<file path="config.mk">
export PLATFORM = sky130hd
export DESIGN_NAME = eight_bit_timer_counter
export DESIGN_NICKNAME = d
export VERILOG_FILES = /design/src/inc/timer_pkg.sv /design/src/core/eight_bit_timer_counter.sv /design/src/core/pin_edge_detect.sv
export VERILOG_INCLUDE_DIRS = /design/src /design/src/inc
export SDC_FILE = /design/constraint.sdc
export NUM_CORES = 1
export LEC_CHECK = 0
export ABC_AREA = 1
export ABC_CLOCK_PERIOD_IN_PS = 1800
export BUFFER_PORTS_ARGS = -buffer_cell sky130_fd_sc_hd__buf_2
export CAP_MARGIN = 15
export CELL_PAD_IN_SITES_DETAIL_PLACEMENT = 0
export CELL_PAD_IN_SITES_GLOBAL_PLACEMENT = 1
export CORE_MARGIN = 5
export CORE_UTILIZATION = 37
export CTS_CLUSTER_SIZE = 20
export DETAILED_ROUTE_END_ITERATION = 10
export PLACE_DENSITY = 0.93
export SYNTH_ARGS = -nofsm -noshare
export SYNTH_HDL_FRONTEND = slang
export SYNTH_SLANG_ARGS = --single-unit
</file>
<file path="constraint.sdc">
create_clock -name clk -period 1.8 [get_ports clk]
set_clock_uncertainty 0.1 [all_clocks]
set_input_delay 0.45 -clock clk [delete_from_list [all_inputs] [get_ports clk]]
set_output_delay 0.45 -clock clk [all_outputs]
set_load 0.02 [all_outputs]
</file>
<file path="src/inc/timer_defs.svh">
`ifndef TIMER_DEFS_SVH
`define TIMER_DEFS_SVH
// Word offsets (byte addresses on the Avalon bus)
`define OFS_COUNT_CONTROL 4'h0
`define OFS_COUNT_VALUE 4'h4
`define OFS_IRQ_MASK 4'h8
`define OFS_IRQ_FLAG 4'hC
// Field positions
`define CS_LSB 0
`define CS_MSB 2
`define OVF_BIT 1
// Reset values
`define RST_CS 3'h0
`define RST_COUNT 8'h00
`define RST_PRESCALE 10'h000
// Prescaler tap positions: bit n toggles every 2**n cycles, wraps at 2**(n+1)
`define TAP_DIV8 2
`define TAP_DIV64 5
`define TAP_DIV256 7
`define TAP_DIV1024 9
`endif

</file>
<file path="src/inc/timer_pkg.sv">
package timer_pkg;
  typedef enum logic [2:0] {
    CS_STOP = 3'b000,
    CS_CLK = 3'b001,
    CS_DIV8 = 3'b010,
    CS_DIV64 = 3'b011,
    CS_DIV256 = 3'b100,
    CS_DIV1024 = 3'b101,
    CS_EXT_FALL = 3'b110,
    CS_EXT_RISE = 3'b111
  } clock_select_e;

  typedef struct packed {
    logic [2:0] sync;
    logic rst_n_s1;
    logic rst_n_s2;
  } edge_state_s;

  typedef struct packed {
    logic [9:0] prescale;
    clock_select_e clock_select;
    logic [7:0] count;
    logic overflow_irq_enable;
    logic overflow_flag;
    logic [7:0] rdata;
    logic rvalid;
  } timer_state_s;
endpackage : timer_pkg
</file>
<file path="src/core/eight_bit_timer_counter.sv">
`timescale 1ns/10ps
`include "timer_defs.svh"
// Summary of operation
// - Clock select: stop, clock, four divides, pin edges
// - Divided ticks come from shared 10-bit prescaler
// - Every tap derived straight from core clock
// - One eight-bit timer or event counter
// - Up-counter readable and writable any time
// - After write, counting resumes next tick
// - Pin synchronised, then selected edge detected
// - Pin counted regardless of its direction
// - Overflow sets flag at bit one
// - Vector taken clears overflow flag
// - Writing one clears flag, zero keeps
// - Interrupt needs global enable, enable, flag
// - Unused register bits read as zero
module eight_bit_timer_counter
  import timer_pkg::*;
#(
  parameter int COUNT_WIDTH = 8, // Counter width
  parameter int PRESCALE_WIDTH = 10 // Prescaler width
) (
  input wire logic clk, // Core clock, 25 MHz
  input wire logic nrst, // Asynchronous reset, active low
  input wire logic [3:0] avs_address, // Byte address
  input wire logic avs_read, // Read request
  input wire logic avs_write, // Write request
  input wire logic [31:0] avs_writedata, // Write data
  input wire logic [3:0] avs_byteenable, // Byte enables
  output logic [31:0] avs_readdata, // Read data
  output logic avs_waitrequest, // Stall request
  input wire logic external_count_pin, // Count pin level, any direction
  input wire logic global_irq_enable, // Processor global interrupt enable
  input wire logic irq_vector_taken, // Pulse when overflow vector executes
  output logic irq // Overflow interrupt request, level
);
  logic rst_s1_reg; // Reset release stage one
  logic rst_n_sync; // Reset release stage two
  timer_state_s state_reg; // Prescaler, timer registers and bus state
  timer_state_s state_next; // Next state
  logic pin_rise; // Synchronised rising edge
  logic pin_fall; // Synchronised falling edge
  logic tick; // Counter advance enable
  logic wr_req; // Write accepted this cycle
  logic rd_req; // Read accepted this cycle
  logic lane0; // Low byte enabled
  logic [PRESCALE_WIDTH-1:0] pre_inc; // Prescaler plus one

  // Reset release through two flip-flops
  always_ff @(posedge clk or negedge nrst) begin
    if (!nrst) begin
      rst_s1_reg <= 1'b0;
      rst_n_sync <= 1'b0;
    end else begin
      rst_s1_reg <= 1'b1;
      rst_n_sync <= rst_s1_reg;
    end
  end

  // Pin synchroniser and edge finder; pin direction is not consulted
  pin_edge_detect u_edge (
    .clk(clk),
    .rst_n(rst_n_sync),
    .pin(external_count_pin),
    .rise(pin_rise),
    .fall(pin_fall)
  );

  // Bus qualifiers: one cycle stall on reads, writes accepted at once
  assign wr_req = avs_write;
  assign rd_req = avs_read & state_reg.rvalid;
  assign lane0 = avs_byteenable[0];
  assign pre_inc = state_reg.prescale + {{(PRESCALE_WIDTH-1){1'b0}}, 1'b1};

  // Tick select from prescaler carry points and pin edges
  always_comb begin
    tick = 1'b0;
    case (state_reg.clock_select)
      CS_STOP: tick = 1'b0;
      CS_CLK: tick = 1'b1;
      // Each tap fires when its low bits are all ones, off the free-running count
      CS_DIV8: tick = &state_reg.prescale[`TAP_DIV8:0];
      CS_DIV64: tick = &state_reg.prescale[`TAP_DIV64:0];
      CS_DIV256: tick = &state_reg.prescale[`TAP_DIV256:0];
      CS_DIV1024: tick = &state_reg.prescale[`TAP_DIV1024:0];
      CS_EXT_FALL: tick = pin_fall;
      CS_EXT_RISE: tick = pin_rise;
      default: tick = 1'b0;
    endcase
  end

  // Next-state logic for prescaler, registers and bus
  always_comb begin
    state_next = state_reg;
    // Shared prescaler runs on every core clock
    state_next.prescale = pre_inc;
    // Read data presented one cycle after request
    state_next.rvalid = avs_read & ~state_reg.rvalid;
    if (avs_read & ~state_reg.rvalid) begin
      case (avs_address)
        `OFS_COUNT_CONTROL: state_next.rdata = {5'h00, state_reg.clock_select};
        `OFS_COUNT_VALUE: state_next.rdata = state_reg.count;
        `OFS_IRQ_MASK: state_next.rdata = {6'h00, state_reg.overflow_irq_enable, 1'b0};
        `OFS_IRQ_FLAG: state_next.rdata = {6'h00, state_reg.overflow_flag, 1'b0};
        default: state_next.rdata = 8'h00;
      endcase
    end
    // Counting; the eight-bit wrap marks overflow
    if (tick) begin
      state_next.count = state_reg.count + 8'h01;
      if (state_reg.count == 8'hFF) begin
        state_next.overflow_flag = 1'b1;
      end
    end
    // Hardware clear when the vector is taken, unless a new overflow lands
    if (irq_vector_taken && !(tick && state_reg.count == 8'hFF)) begin
      state_next.overflow_flag = 1'b0;
    end
    // Software writes
    if (wr_req && lane0) begin
      case (avs_address)
        `OFS_COUNT_CONTROL: state_next.clock_select = clock_select_e'(avs_writedata[`CS_MSB:`CS_LSB]);
        // Written value wins over this cycle's tick; next tick advances it
        `OFS_COUNT_VALUE: state_next.count = avs_writedata[7:0];
        `OFS_IRQ_MASK: state_next.overflow_irq_enable = avs_writedata[`OVF_BIT];
        `OFS_IRQ_FLAG: begin
          // Write one clears, zero keeps; a simultaneous overflow wins
          if (avs_writedata[`OVF_BIT] && !(tick && state_reg.count == 8'hFF)) begin
            state_next.overflow_flag = 1'b0;
          end
        end
        default: state_next.count = state_next.count;
      endcase
    end
  end

  // Register all state
  always_ff @(posedge clk or negedge rst_n_sync) begin
    if (!rst_n_sync) begin
      state_reg.prescale <= `RST_PRESCALE;
      state_reg.clock_select <= CS_STOP;
      state_reg.count <= `RST_COUNT;
      state_reg.overflow_irq_enable <= 1'b0;
      state_reg.overflow_flag <= 1'b0;
      state_reg.rdata <= 8'h00;
      state_reg.rvalid <= 1'b0;
    end else begin
      state_reg <= state_next;
    end
  end

  // Bus outputs
  assign avs_waitrequest = avs_read & ~state_reg.rvalid;
  assign avs_readdata = {24'h000000, state_reg.rdata};
  // Interrupt request gating
  assign irq = global_irq_enable & state_reg.overflow_irq_enable & state_reg.overflow_flag;
endmodule : eight_bit_timer_counter

</file>
<file path="src/core/pin_edge_detect.sv">
`timescale 1ns/10ps
`include "timer_defs.svh"
module pin_edge_detect
  import timer_pkg::*;
(
  input wire logic clk, // Core clock
  input wire logic rst_n, // Synchronised reset, active low
  input wire logic pin, // External count pin
  output logic rise, // One-cycle pulse on rising edge
  output logic fall // One-cycle pulse on falling edge
);
  edge_state_s state_reg; // Synchroniser and history
  edge_state_s state_next; // Next value

  // Two-stage sync then history stage for edge compare
  always_comb begin
    state_next = state_reg;
    state_next.sync = {state_reg.sync[1:0], pin};
    state_next.rst_n_s1 = 1'b0;
    state_next.rst_n_s2 = 1'b0;
  end

  // Register the state
  always_ff @(posedge clk or negedge rst_n) begin
    if (!rst_n) begin
      state_reg <= '0;
    end else begin
      state_reg <= state_next;
    end
  end

  // Edges compare only second and third stages
  assign rise = state_reg.sync[1] & ~state_reg.sync[2];
  assign fall = ~state_reg.sync[1] & state_reg.sync[2];
endmodule : pin_edge_detect

</file>
# == Yosys cells after proc, flatten, opt, wreduce, memory -nomap -nowiden ==
# Cells that the tools add are included.
# word_totals
register_bits,37
in_bits,47
wordCells,55
# op_classes
n_addsub,2
eq_ne,11
muxes,11
n_bitwise,8
n_reduce_logical,13
# ops
op,n
case mux 8 bit (4 select lines),1
2-to-1 mux 8 bit,2
equality test 3 bit (second input constant),4
adder 10 x 1 -> 10 bit (second input constant),1
2-to-1 mux 10 bit,1
AND reduction 10 bit,1
adder 8 x 1 -> 8 bit (second input constant),1
equality test 4 bit (second input constant),2
equality test 8 bit (second input constant),1
case mux 1 bit (8 select lines),1
AND reduction 8 bit,1
equality test 3 x 2 -> 1 bit (second input constant),2
2-to-1 mux 1 bit,6
AND reduction 6 bit,1
bitwise AND 1 bit,5
equality test 4 x 3 -> 1 bit (second input constant),1
logical AND 1 bit,4
zero test 4 bit,1
AND reduction 2 bit,2
equality test 3 x 1 -> 1 bit (second input constant),1
zero test 3 bit,1
NOT 1 bit,3
AND reduction 3 bit,1
zero test 1 bit,1

# == Depth between registers and ports, before layout ==
# logic_depth
depth_word,10
depth_mapped,11
depth_no_buf,11

# == Cells and area by module ==
# Synthesis repeated with hierarchy kept, for this count alone.
# hier_totals
hier_cells,264
area_unflattened_um2,2113.3
# by_module_without_submodules
mod,n_inst,cells_each,area_each_um2,seq_area_each_um2
eight_bit_timer_counter,1,257,2023.2,850.8
pin_edge_detect,1,7,90.1,75.1

# == Worst setup path after synthesis ==
# Ideal clock, no wire load.
# synth_timing
kind,input to register
start,in avs_read
end,"reg state_reg, in the netlist avs_readdata[7]"
arrival_ns,1.457
t_required_ns,1.605
slack_ns,0.148
path_stages,5
path_buffers,1
cell_sequence,inv_1 -> nor2_1 -> inv_1 -> buf_2 -> o31ai_1
# synth_between
elab_chain_cells,1
# synth_rtl
element,line_no,rtl
"start, declared",eight_bit_timer_counter.sv:26,"input wire logic avs_read,"
bitwise AND 1 bit,--,
named net avs_waitrequest,eight_bit_timer_counter.sv:31,"output logic avs_waitrequest,"
"end signal, assigned",eight_bit_timer_counter.sv:148,state_reg <= state_next;
"end, declared",eight_bit_timer_counter.sv:39,timer_state_s state_reg;
# The timed path passes the listed nets, and every way through them passes these cells.
# A chain may end at the register's enable or synchronous reset.

==> results_dict.tcl <==
set metrics [dict create \
    clockBufferDepth 2 \
    cts_made_buffers 5 \
    path_class "flop to flop" \
    drc 0 \
    grt-ovfl-total 0 \
    leakage_nw 1.27 \
    syn_area_per_cell_um2 8.13 \
    grt_util_met3_pct 2.79 \
    cp_top_family "simple AND/OR/NAND/NOR gates" \
    setup_viol 0 \
    start_util_pct 38.3 \
    wl_mm 3.93 \
    synth_area_leaders "dfrtp_1 (44%), buf_4 (11%), nand2_1 (11%)" \
    place.gp.congestion 0.847 \
    cts_sinks 37 \
    hp-class "primary input to flop" \
    yosysMostFrequentCell "nand2_1" \
    cp_max_fo 8 \
    drt_iter0_drc 74 \
    post_drt_wl_per_cell_um 10.7 \
    nets 343 \
    synthCells 261 \
    hpwl_mm 2.94 \
    grt_max_degree 36 \
    min_period_ns 1.66 \
    die_area_um2 7350 \
    end_kind "flop" \
    worstPathRequired_ns 1.89 \
    core_um2 5540 \
    root_buffer "clkbuf_8" \
    yosys-top-cells-count "nand2_1 (62), dfrtp_1 (37), buf_4 (32), inv_1 (32), nand3_1 (26)" \
    grt-busiest-layer "met2" \
    diodes 0 \
    grt_pass1_vias 1458 \
    status "finished, final reports clean" \
    antenna_found_initial 0 \
    synth_edf_count 0 \
    final.fill_count 574 \
    die_h_um 85.7 \
    synth_seq_cells 37 \
    cap_violations 0 \
    fin_util_pct 43.6 \
    crit_path_max_incr_delay_ns 0.40 \
    ant_nets 0 \
    syn_to_final_growth_pct 13.9 \
    vdd_ir_drop_max_mv 0.322 \
    largest_register_ffs 24 \
    cts_htree_levels 2 \
    drive_above_1_share_pct 20.7 \
    clk_pin_slew_ns 0.07 \
    cp_common_cell "nand2_1" \
    synth_top_cell_by_area "dfrtp_1" \
    timing.final.crit_share_pct 92.3 \
    met1_usage_pct 14.7 \
    cp-start-kind "flop" \
    crit_chain "ha_4 > nand2_1 > nor2_4 > nand2_2 > nand2_1 > nand2_2 > buf_6 > nand3_1 > nand3_1 > nand2_1 > inv_1" \
    via_per_inst 4.43 \
    synth-seq-area-share_pct 43.6 \
    worstSkewPairLatency_ns 0.29 \
    cpMaxStageDelayCell "dfrtp_1" \
    syn-cell-area_um2 2120 \
    cts_tree "built" \
    whs_ns 0.160 \
    yosysTopAreaCellShare_pct 43.6 \
    powerDensity_nw_per_um2 1020 \
    vias 1620 \
    io_buffer_count 29 \
    async_flop_share_pct 100 \
    p_total_mw 2.46 \
    grt_usage_pct 10.9 \
    hold_viol 0 \
    maxSlewViolCount 0 \
    ys_warn_count 0 \
    core.rowCount 27 \
    critical_path_arrival_ns 1.75 \
    synth_cell_types 25 \
    synth_flop_cell "dfrtp_1" \
    use_met2_pct 16.2 \
    ioPinCount 81 \
    grt_pass1_wl_mm 6.36 \
    cp_num_buf_inv 2 \
    die_x_um 85.7 \
    drt_pre_antenna_iters 4 \
    fmax_ghz 0.602 \
]
-- final timing paths --
check | to | cells past startpoint | slack (ns) | startpoint
hold / removal | u_edge.state_next[3] | 1 | 0.16 | external_count_pin
hold reg to reg | state_reg[23] | 1 | 0.17 | rst_n_sync
min in group asynchronous | state_reg[23] | 1 | 0.17 | rst_n_sync
setup reg to reg | state_reg[15] | 11 | 0.14 | state_reg[22]
max in group asynchronous | avs_readdata[2] | 1 | 1.13 | rst_n_sync
setup / recovery | state_reg[15] | 11 | 0.14 | state_reg[22]
-- area by class of cell --
cell class | count | area [um2] | area share, %
multi-input combinational | 180 | 953 | 39.4
sequential | 37 | 926 | 38.3
timing repair buffer | 36 | 204 | 8.44
inverter | 33 | 124 | 5.12
tap | 72 | 90.1 | 3.73
clock buffer | 6 | 82.6 | 3.42
clock inverter | 2 | 37.5 | 1.55
-- logic make-up after synthesis --
kind of cell	count (synthesis)	share of synthesized area [%]
xor gates and xnor gates	12	4.95
adders and majority gates	3	1.77
and+or+nand+nor	121	26.4
buffers and inverters	68	18.2
AOI/OAI and AO/OA	18	4.78
other	2	0.354
DFF	37	43.6
-- per-stage QoR --
step,setup TNS [ns],setup slack [ns],std cells,area (um2)
6_report,0,0.138,366,2420
5_1_grt,-0.0248,-0.0182,366,2420
4_1_cts,0,0.0782,364,2350
3_5_place_dp,0,0.0956,355,2220
3_3_place_gp,0,0.129,355,2220
2_1_floorplan,0,0.148,284,2210
-- timing repair --
action,4_1_cts,5_1_grt
endpoints found under the setup margin,0,8
buffers inserted,0,1
resized for setup,0,10
hold buffers,1,0
hold endpoints to repair,2,0
-- power by group --
group	leakage [nW]	switching (mW)	internal (mW)
combinational	0.738	0.396	0.240
sequential	0.474	0.134	0.947
clock	0.0574	0.294	0.450
-- per-layer routing --
metal / part of all wire, % / up-vias
li1: - / 821
met4: 1.9 / 0
met2: 45 / 54
met1: 46 / 738
met3: 7.3 / 7
met5: 0 / -
-- cells in the final DEF (no fill, tap or decap), types with 6 or more instances in the layout --
master	n
nand2_1	61
dfrtp_1	37
inv_1	32
buf_2	29
nand3_1	26
conb_1	25
nor2_1	15
o21ai_0	10
xor2_1	8
clkbuf_8	6
Power figures use the tool's default switching activity.
